`src/tuoh_map.vh`:
```
// Constants for the timing unit opcode handler: opcodes, sizes, field widths.
// Assumes a 20 MHz system clock and a single 16-bit command/data port.
//
// Notes on behaviour
// - Set global offset takes two writes: 11-bit coarse, then 5-bit fine.
// - Read global offset returns coarse first, then fine.
// - Handler waits until every data word is moved; no new opcode meanwhile.
// - Set channel adjust: index in low byte, one write, keep bits 7..0.
// - Read channel adjust returns one word, offset in bits 7..0.
// - Set calibration of converter n: one write, twelve low bits kept.
// - Read calibration of converter n: one word carrying twelve-bit value.
// - Save calibration stores converter calibration into nonvolatile memory.
// - Read identity of converter n returns one word, revision-dependent.
// - Firmware revision read: low byte holds major and minor digits.
// - Reset loops pulses the converters' PLL and DLL reset.
// - Image of 646 bits plus parity held as 16-bit words, bit k at word k/16.
// - Parity bit computed and inserted when converters are programmed.
// - Write image word nn stores only; converters unchanged until load.
// - Read image word nn returns the stored word.
// - Load image shifts the stored image into all converters.
// - Reload default programs all converters with the default image.
// - Read errors of converter n: eleven low bits flag errors.
// - Read lock of converter n: bit 0 is DLL lock.
// - Read status of converter n: four words carry 62-bit status.
// - Load single converter n with the stored image only.
`ifndef TUOH_MAP_VH
`define TUOH_MAP_VH

`define TUOH_OP_SET_GOFS   8'h50
`define TUOH_OP_RD_GOFS    8'h51
`define TUOH_OP_SET_CHADJ  8'h52
`define TUOH_OP_RD_CHADJ   8'h53
`define TUOH_OP_SET_CAL    8'h54
`define TUOH_OP_RD_CAL     8'h55
`define TUOH_OP_SAVE_CAL   8'h56
`define TUOH_OP_RD_ID      8'h60
`define TUOH_OP_RD_FW      8'h61
`define TUOH_OP_RST_LOOPS  8'h62
`define TUOH_OP_WR_IMG     8'h70
`define TUOH_OP_RD_IMG     8'h71
`define TUOH_OP_LOAD_IMG   8'h72
`define TUOH_OP_LOAD_DEF   8'h73
`define TUOH_OP_RD_ERR     8'h74
`define TUOH_OP_RD_LOCK    8'h75
`define TUOH_OP_RD_STAT    8'h76
`define TUOH_OP_LOAD_ONE   8'h77

`define TUOH_NUM_CH        6'h20
`define TUOH_NUM_CONV      3'h4
`define TUOH_IMG_WORDS     6'h29
`define TUOH_IMG_LAST      6'h28
`define TUOH_PARITY_BIT    4'h6
`define TUOH_COARSE_W      11
`define TUOH_FINE_W        5
`define TUOH_CAL_W         12
`define TUOH_ERR_W         11
`define TUOH_COARSE_RST    11'h000
`define TUOH_FINE_RST      5'h00
`define TUOH_CHADJ_RST     8'h00
`define TUOH_CAL_RST       12'h000

`endif

```
`src/tuoh_handler.v`:
```
// Opcode handler: decodes 8-bit opcodes from the high byte of 16-bit words, moves data words, keeps state.
// Assumes the host sees busy as the wait status; converter pins are asynchronous and synchronized here.
//
// Design decisions made here: the address map and the strobed register port.
`timescale 1ns/1ps
`include "tuoh_map.vh"

module tuoh_handler #(
  parameter [15:0] ID_CODE   = 16'h1234, // Arbitrary identification value
  parameter [7:0]  FW_REV    = 8'h10,    // Arbitrary firmware revision
  parameter        SMALL_VAR = 0         // 1 selects the 16-channel variant
) (
  input  wire         clk_sys_in,
  input  wire         rstn_in,
  input  wire         wr_in,
  input  wire         rd_in,
  input  wire [15:0]  wdata_in,
  output reg  [15:0]  rdata_out,
  output wire         busy_out,
  input  wire [43:0]  conv_err_in,
  input  wire [3:0]   conv_lock_in,
  input  wire [247:0] conv_stat_in,
  output reg          loop_rst_out,
  output reg          save_cal_out,
  output reg  [3:0]   load_out,
  output reg          load_def_out,
  output reg          parity_out,
  output reg  [10:0]  coarse_out,
  output reg  [4:0]   fine_out
);

  // Handler states, one-hot
  localparam [2:0] ST_IDLE = 3'b001;
  localparam [2:0] ST_WR   = 3'b010;
  localparam [2:0] ST_RD   = 3'b100;

  reg [2:0]  state;
  reg [7:0]  op;
  reg [7:0]  arg;
  reg [1:0]  cnt;
  reg [1:0]  need;
  reg [7:0]  ch_adj [0:31];
  reg [11:0] cal [0:3];
  reg [15:0] img [0:40];

  wire [5:0] n_ch   = SMALL_VAR ? 6'h10 : `TUOH_NUM_CH;
  wire [2:0] n_conv = SMALL_VAR ? 3'h2 : `TUOH_NUM_CONV;
  wire [7:0] cmd    = wdata_in[15:8];
  wire [1:0] cv     = arg[1:0];

  // Wait status while data words are outstanding
  assign busy_out = (state != ST_IDLE);

  // Converter lines come from another domain: error, lock and status bits
  localparam PIN_W = 296;
  wire [PIN_W-1:0] pin_raw = {conv_stat_in, conv_lock_in, conv_err_in};
  reg  [PIN_W-1:0] pin_s1;
  reg  [PIN_W-1:0] pin_s2;
  reg  [PIN_W-1:0] pin_s3;
  reg  [PIN_W-1:0] pin_q;

  // Three-stage capture; only the second stage reads the first
  always @(posedge clk_sys_in or negedge rstn_in) begin
    if (!rstn_in) begin
      pin_s1 <= {PIN_W{1'b0}};
      pin_s2 <= {PIN_W{1'b0}};
      pin_s3 <= {PIN_W{1'b0}};
    end else begin
      pin_s1 <= pin_raw;
      pin_s2 <= pin_s1;
      pin_s3 <= pin_s2;
    end
  end

  // A bit is taken once the second and third stages agree
  genvar p;
  generate
    for (p = 0; p < PIN_W; p = p + 1) begin : g_pin
      always @(posedge clk_sys_in or negedge rstn_in) begin
        if (!rstn_in) begin
          pin_q[p] <= 1'b0;
        end else if (pin_s2[p] == pin_s3[p]) begin
          pin_q[p] <= pin_s3[p];
        end
      end
    end
  endgenerate

  // Settled converter words, same layout as the pins
  wire [43:0]  err_q  = pin_q[43:0];
  wire [3:0]   lock_q = pin_q[47:44];
  wire [247:0] stat_q = pin_q[295:48];

  // Image parity over the 646 significant bits
  reg     par;
  integer k;
  always @* begin
    par = 1'b0;
    for (k = 0; k < 40; k = k + 1)
      par = par ^ (^img[k]);
    par = par ^ (^img[40][5:0]);
  end

  // Read word selection for the active opcode
  reg [15:0] rword;
  always @* begin
    rword = 16'h0000;
    case (op)
      `TUOH_OP_RD_GOFS:  rword = (cnt == 2'd0) ? {5'h00, coarse_out} : {11'h000, fine_out};
      `TUOH_OP_RD_CHADJ: rword = {8'h00, ch_adj[arg[4:0]]};
      `TUOH_OP_RD_CAL:   rword = {4'h0, cal[cv]};
      `TUOH_OP_RD_ID:    rword = ID_CODE;
      `TUOH_OP_RD_FW:    rword = {8'h00, FW_REV};
      `TUOH_OP_RD_IMG:   rword = img[arg[5:0]];
      `TUOH_OP_RD_ERR:   rword = {5'h00, err_q[cv*11 +: 11]};
      `TUOH_OP_RD_LOCK:  rword = {15'h0000, lock_q[cv]};
      `TUOH_OP_RD_STAT:  rword = stat_q[cv*62 + cnt*16 +: 16];
      default:           rword = 16'h0000;
    endcase
  end

  // Image storage, cleared at reset
  genvar g;
  generate
    for (g = 0; g < 41; g = g + 1) begin : g_img
      always @(posedge clk_sys_in or negedge rstn_in) begin
        if (!rstn_in) begin
          img[g] <= 16'h0000;
        end else if (state == ST_WR && wr_in && op == `TUOH_OP_WR_IMG && arg == g) begin
          img[g] <= wdata_in; // Stored only, converters untouched
        end
      end
    end
    for (g = 0; g < 32; g = g + 1) begin : g_ch
      always @(posedge clk_sys_in or negedge rstn_in) begin
        if (!rstn_in) begin
          ch_adj[g] <= `TUOH_CHADJ_RST;
        end else if (state == ST_WR && wr_in && op == `TUOH_OP_SET_CHADJ && arg == g) begin
          ch_adj[g] <= wdata_in[7:0]; // Upper byte dropped
        end
      end
    end
    for (g = 0; g < 4; g = g + 1) begin : g_cal
      always @(posedge clk_sys_in or negedge rstn_in) begin
        if (!rstn_in) begin
          cal[g] <= `TUOH_CAL_RST;
        end else if (state == ST_WR && wr_in && op == `TUOH_OP_SET_CAL && arg == g) begin
          cal[g] <= wdata_in[11:0];
        end
      end
    end
  endgenerate

  // Opcode decode and data word sequencing
  always @(posedge clk_sys_in or negedge rstn_in) begin
    if (!rstn_in) begin
      state        <= ST_IDLE;
      op           <= 8'h00;
      arg          <= 8'h00;
      cnt          <= 2'd0;
      need         <= 2'd0;
      rdata_out    <= 16'h0000;
      loop_rst_out <= 1'b0;
      save_cal_out <= 1'b0;
      load_out     <= 4'h0;
      load_def_out <= 1'b0;
      parity_out   <= 1'b0;
      coarse_out   <= `TUOH_COARSE_RST;
      fine_out     <= `TUOH_FINE_RST;
    end else begin
      loop_rst_out <= 1'b0;
      save_cal_out <= 1'b0;
      load_out     <= 4'h0;
      load_def_out <= 1'b0;
      case (state)
        ST_IDLE: begin
          if (wr_in) begin
            op  <= cmd;
            arg <= wdata_in[7:0]; // Low byte kept, unused for don't-care codes
            cnt <= 2'd0;
            case (cmd)
              `TUOH_OP_SET_GOFS: begin
                state <= ST_WR;
                need  <= 2'd1;
              end
              `TUOH_OP_RD_GOFS: begin
                state <= ST_RD;
                need  <= 2'd1;
              end
              `TUOH_OP_SET_CHADJ, `TUOH_OP_RD_CHADJ: begin
                // Out-of-range channel: ignored entirely
                if ({2'b00, wdata_in[5:0]} < {2'b00, n_ch} && wdata_in[7:6] == 2'b00) begin
                  state <= (cmd == `TUOH_OP_SET_CHADJ) ? ST_WR : ST_RD;
                  need  <= 2'd0;
                end
              end
              `TUOH_OP_SET_CAL, `TUOH_OP_RD_CAL, `TUOH_OP_RD_ID, `TUOH_OP_RD_ERR,
              `TUOH_OP_RD_LOCK, `TUOH_OP_RD_STAT: begin
                if (wdata_in[7:2] == 6'h00 && {1'b0, wdata_in[1:0]} < n_conv) begin
                  state <= (cmd == `TUOH_OP_SET_CAL) ? ST_WR : ST_RD;
                  need  <= (cmd == `TUOH_OP_RD_STAT) ? 2'd3 : 2'd0;
                end
              end
              `TUOH_OP_RD_FW: begin
                state <= ST_RD;
                need  <= 2'd0;
              end
              `TUOH_OP_WR_IMG, `TUOH_OP_RD_IMG: begin
                if (wdata_in[7:0] <= {2'b00, `TUOH_IMG_LAST}) begin
                  state <= (cmd == `TUOH_OP_WR_IMG) ? ST_WR : ST_RD;
                  need  <= 2'd0;
                end
              end
              `TUOH_OP_SAVE_CAL: save_cal_out <= 1'b1;
              `TUOH_OP_RST_LOOPS: loop_rst_out <= 1'b1;
              `TUOH_OP_LOAD_IMG: begin
                load_out   <= 4'hf;  // All converters
                parity_out <= par;
              end
              `TUOH_OP_LOAD_DEF: load_def_out <= 1'b1;
              `TUOH_OP_LOAD_ONE: begin
                if (wdata_in[7:2] == 6'h00 && {1'b0, wdata_in[1:0]} < n_conv) begin
                  load_out   <= 4'h1 << wdata_in[1:0]; // Only converter n
                  parity_out <= par;
                end
              end
              default: state <= ST_IDLE;
            endcase
          end
        end
        ST_WR: begin
          if (wr_in) begin
            if (op == `TUOH_OP_SET_GOFS) begin
              if (cnt == 2'd0)
                coarse_out <= wdata_in[10:0];
              else
                fine_out <= wdata_in[4:0];
            end
            cnt <= cnt + 2'd1;
            if (cnt == need)
              state <= ST_IDLE; // Last word moved
          end
        end
        ST_RD: begin
          if (rd_in) begin
            rdata_out <= rword;
            cnt       <= cnt + 2'd1;
            if (cnt == need)
              state <= ST_IDLE;
          end
        end
        default: state <= ST_IDLE;
      endcase
    end
  end

endmodule

```
`config.mk`:
```
export PLATFORM = sky130hd
export DESIGN_NAME = tuoh_handler
export DESIGN_NICKNAME = d
export VERILOG_FILES = /design/src/tuoh_handler.v
export VERILOG_INCLUDE_DIRS = /design/src /design/src/src
export SDC_FILE = /design/constraint.sdc
export NUM_CORES = 2
export LEC_CHECK = 0
export BUFFER_PORTS_ARGS = -buffer_cell sky130_fd_sc_hd__buf_2
export CAP_MARGIN = 20
export CORE_MARGIN = 2
export CORE_UTILIZATION = 45
export CTS_CLUSTER_SIZE = 30
export DETAILED_ROUTE_END_ITERATION = 10
export PLACE_DENSITY_LB_ADDON = 0.25
export SLEW_MARGIN = 15
export SYNTH_ARGS = -nofsm -noshare
export SYNTH_HDL_FRONTEND = slang
export SYNTH_SLANG_ARGS = --single-unit
```
`constraint.sdc`:
```
create_clock -name clk_sys_in -period 7.4 [get_ports clk_sys_in]
set_clock_uncertainty 0.05 [all_clocks]
set_input_delay 1.48 -clock clk_sys_in [delete_from_list [all_inputs] [get_ports clk_sys_in]]
set_output_delay 1.48 -clock clk_sys_in [all_outputs]
set_load 0.02 [all_outputs]
```
Yosys cells after proc, flatten, opt, wreduce, memory -nomap -nowiden
Cells that the tools add are included.
W data, S select, Z words.
{ "classes": {"n_addsub": 2, "mul": 2, "n_div": 0, "order_cmp": 7, "eq_ne": 383, "shifts": 3, "n_mux": 49, "bitwise": 44, "n_reduce_logical": 145} }
{ "ops": {"columns": ["op", "n"], "rows": [
  ["$reduce_xor A16 Y1", 40],
  ["$eq A1 B1 Y1", 296],
  ["$eq A8 B7 Y1 const B", 31],
  ["$shiftx A248 B10 Y16", 1],
  ["$pmux W16 S9", 1],
  ["$eq A8 B5 Y1 const B", 16],
  ["$bmux W16 S6", 1],
  ["$logic_and A1 B1 Y1", 83],
  ["$eq A8 B6 Y1 const B", 9],
  ["$eq A8 B4 Y1 const B", 8],
  ["$shiftx A44 B7 Y11", 1],
  ["$bmux W8 S5", 1],
  ["$xor A1 B1 Y1", 40],
  ["$eq A8 B3 Y1 const B", 4],
  ["$mux W16", 2],
  ["$mux W3", 10],
  ["$bmux W12 S2", 1],
  ["$mux W12", 2],
  ["$pmux W3 S6", 1],
  ["$eq A8 B2 Y1 const B", 2],
  ["$mux W8", 2],
  ["$ne A2 B2 Y1 const B", 8],
  ["$reduce_and A4 Y1", 4],
  ["$mux W2", 7],
  ["44 further kinds", 64]
]} }
{ "word_totals": {"regBits": 2207, "latchBits": 0, "ram_bits": 0, "romBits": 0, "wordCells": 1024, "mem_count": 0} }

Depth between registers and ports, before layout
{ "logic_depth": {"word_depth": 43, "depth_mapped": 26, "mapped_depth_nobuf": 15} }

Worst setup path after synthesis
Ideal clock, no wire load.
{ "synth_timing": {"path_type": "reg-to-reg", "from": "register arg[1]", "to": "register rdata_out[10]", "setup_ns": 0.134, "arrival_ns": 5.699, "slack_ns": 1.517, "stages_incl_launch_ff": 25, "n_path_buf": 12, "period_less_slack_ns": 5.883, "path_cell_list": "dfrtp_1 clkbuf_1 clkbuf_1 buf_2 buf_2 buf_1 inv_1 ha_1 buf_2 inv_2 buf_2 buf_2 buf_2 ha_1 inv_1 fa_1 xor2_1 clkbuf_1 clkbuf_1 clkbuf_1 o221ai_1 o22ai_1 o21ai_0 a21oi_1 o21ai_0"} }
{ "synth_between": {"elab_chain_len": 5} }
{ "synth_rtl": {"columns": ["element", "line", "text"], "rows": [
  ["start, declared", "tuoh_handler.v:39", "reg [7:0] arg;"],
  ["start signal, assigned", "tuoh_handler.v:179", "arg <= wdata_in[7:0];"],
  ["parallel branches: the longest is 4 deep, another holds $add A8 B6 Y9", null, null],
  ["$pmux W16 S9 *", "tuoh_handler.v:108", "case (op)"],
  ["end signal, assigned", "tuoh_handler.v:246", "rdata_out <= rword;"],
  ["end, declared", "tuoh_handler.v:18", "output reg [15:0] rdata_out,"]
]} }
Every way passes the cells marked *. The select of a mux whose other input is x is not followed.
A chain may end at the register's enable or synchronous reset.

Worst setup path after layout
{ "layout_timing": {"from": "register arg[0]", "to": "register rdata_out[8]"} }
The elaborated chain is that of the path after synthesis.

==> impl_metrics.toml <==
[route]
wirelength_um = 270000
drtIter0Drc = 4691
firstDrtPassIters = 5
wl_per_cell_um = 28.4
vias = 54500
post_drt_via_cell_ratio = 5.73
postRouteAntennaNets = 0
drc = 0

[floorplanning]
boundaryPins = 357
start_util_pct = 45.1
die_area_mm2 = 0.216
die_w_um = 465
std_cell_rows = 169
core_mm2 = 0.211
die_h_um = 465

[placed_design]
hpwl_um = 189000
portBuffers = 356
pre_cts_ws_ns = 1.95
gp_congestion = 0.923
placed_cell_area_mm2 = 0.100

[synthesis]
synthCells = 6193
yosys.area_share.simple_pct = 2.32
ys_seq_area_share_pct = 57.9
ys_types = 70
syn_area_per_cell_um2 = 15.4
synth-compound-area-share_pct = 2.91
synthAdderAreaFrac_pct = 3.24
synth_top_family_by_area = "multiplexers"
synthesis.nets = 6518
synth_area_mm2 = 0.0955
synth_edf_count = 0
yosysWarningCount = 0
synthArstFlopShare_pct = 100
synth_xor_area_share_pct = 6.04
synthMuxAreaShare_pct = 25.6
synth_ff_type = "dfrtp_1"
synth_seq_cells = 2207

[global_routing]
grt_pass1_vias = 56700
antenna_found_initial = 18
grt_overflow_total = 0
grt_max_degree = 167
grt_first_pass_wirelength_um = 400000
track_usage_pct = 25.2

[layout]
layout_common_cells = "dfrtp_1 (2202), mux2_2 (965), xnor2_1 (551)"
layout_commonest_cell = "dfrtp_1"
drive_above_1_share_pct = 35.6
final_nets = 6810
syn2layout_area_growth_pct = 13.3
final_design_area_no_fill_mm2 = 0.108

[setup_path]
cpMostUsedCell = "mux4_2"
cpPeakStageDelay_ns = 0.90
critPathTopFamily = "buffers and inverters"
crit_buf_inv = 2
crit_arrival_ns = 6.15
path_max_fanout = 136
worstPathRequired_ns = 8.13
slowest_stage = "buf_4"
cp-start-kind = "flip-flop"
crit_chain = "buf_12 > buf_4 > mux4_2 > mux4_2 > nor2b_1 > a211oi_1 > o32ai_1 > a21oi_1 > o21ai_0"
end_kind = "flip-flop"
path_class = "flip-flop to flip-flop"

[timing]
fmax_mhz = 184
worst_slew_pin_slew_ns = 1.18
fin_crit_ns = 5.42
hold_viol_final = 0
setup_tns_ns = 0
rsz0062_at_grt = "no"
worst_slack_ns = 1.98
hold_ws_ns = 0.281
final.period_utilization_pct = 73.3
max-slew-margin-rel_pct = 21.2
setup_viol = 0
maxSlewViolCount = 0

[clock_network]
cts_buffer_depth = 3
clk_latency_ns = 0.90
holdBufCountCts = 0
cts-root-buf = "clkbuf_16"
cts_buffers = 222
path_clk_slew_ns = 0.06
htreeDepth = 4
cts_tree = "done"
cts_resized = 0
clkSinkCount = 2207
post_cts_buffers = 0

[power]
p_per_area_mw_per_mm2 = 261
leakage_nw = 47.9
vdd_drop_max_uv = 264

[run_status]
status = "completed"

[hold_path]
hold_class = "flip-flop to flip-flop"

[run]
drv_cap = 0
## logic make-up after synthesis
logic type / Yosys count
XOR/XNOR: 643
flip-flops: 2207
buffers and inverters: 446
AO/OA/AOI/OAI: 439
multiplexers: 1652
AND/OR/NAND/NOR: 500
adder cells (fa/ha/maj): 306
## metrics by stage
| step | util (%) | power [W] | std cells |
|---|---|---|---|
| 3_5_place_dp | 47.4 | 0.0165 | 9081 |
| 3_3_place_gp | 47.4 | 0.0165 | 9081 |
| 5_1_grt | 51.1 | 0.0292 | 9504 |
| 2_1_floorplan | - | 0.0151 | 6193 |
| 6_report | 51.2 | 0.0283 | 9507 |
| 4_1_cts | 51.1 | 0.0285 | 9497 |
## layout make-up
type                    instances  area (µm²)
diodes                          9        22.5
clock buffers                 297        6270
clock inverters               119        1690
fillers                     17600      103000
inverters                      45         173
multi-input cells            3540       38400
flip-flops and latches       2207       55200
well taps                    2821        3530
repair buffers                469        2870
## sequential cells by signal, indices dropped and copies added, names as in the netlist
register	cells
fine_out	5
parity_out	1
op	8
pin_s2	296
cnt	2
pin_q	248
cal	48
save_cal_out	1
loop_rst_out	1
load_def_out	1
state	3
lock_q	4
pin_s1	296
load_out	4
err_q	44
rdata_out	16
need	2
arg	8
pin_s3	296
img	656
ch_adj	256
coarse_out	11
## path summary, 6_finish.rpt
| check | startpoint | to | slack (ns) | cells after the start |
|---|---|---|---|---|
| setup reg to reg | arg[0] | rdata_out[8] | 1.98 | 9 |
| setup / recovery | arg[0] | rdata_out[8] | 1.98 | 9 |
| hold reg to reg | pin_s1[260] | pin_s2[260] | 0.28 | 0 |
| hold / removal | pin_s1[260] | pin_s2[260] | 0.28 | 0 |
| min in group asynchronous | rstn_in | img[354] | 0.55 | 1 |
| max in group asynchronous | rstn_in | pin_s2[141] | 4.94 | 3 |
## metal layers
layer  track usage, %  share of wire (%)
met3             3.60                4.7
met5                0              0.031
met4             11.9                5.3
met1             33.8                 42
met2             40.7                 48
## worst register-to-register path: stages (launching register included)
cell      delay [ns]
dfrtp_4         0.86
buf_12          0.52
buf_4           1.31
mux4_2          0.67
mux4_2          0.49
nor2b_1         0.15
a211oi_1        0.78
o32ai_1         0.24
a21oi_1         0.17
o21ai_0         0.08
## synth_stat cells (14+ instances only)
library cell | n | area [µm²]
buf_4 | 27 | 203
maj3_1 | 297 | 2970
mux2i_1 | 154 | 1540
nor3_1 | 17 | 85.1
inv_1 | 43 | 161
nand3_1 | 61 | 305
xnor2_1 | 553 | 4840
buf_2 | 61 | 305
o22ai_1 | 30 | 188
buf_6 | 14 | 158
a211oi_1 | 32 | 240
nor2_1 | 132 | 495
dfrtp_1 | 2206 | 55200
nand2_1 | 202 | 758
nor2b_1 | 35 | 219
o221ai_1 | 31 | 272
a221oi_1 | 16 | 140
clkbuf_1 | 266 | 998
xor2_1 | 80 | 701
mux4_2 | 529 | 11900
o21ai_0 | 131 | 656
buf_1 | 33 | 124
mux2_2 | 965 | 10900
a21oi_1 | 107 | 536
## report_power, final
group | switching, W | internal, W
registers | 0.000450 | 0.0125
clock network | 0.00497 | 0.00701
logic | 0.00194 | 0.00139
No activity file was read; power rests on OpenSTA's default activity.
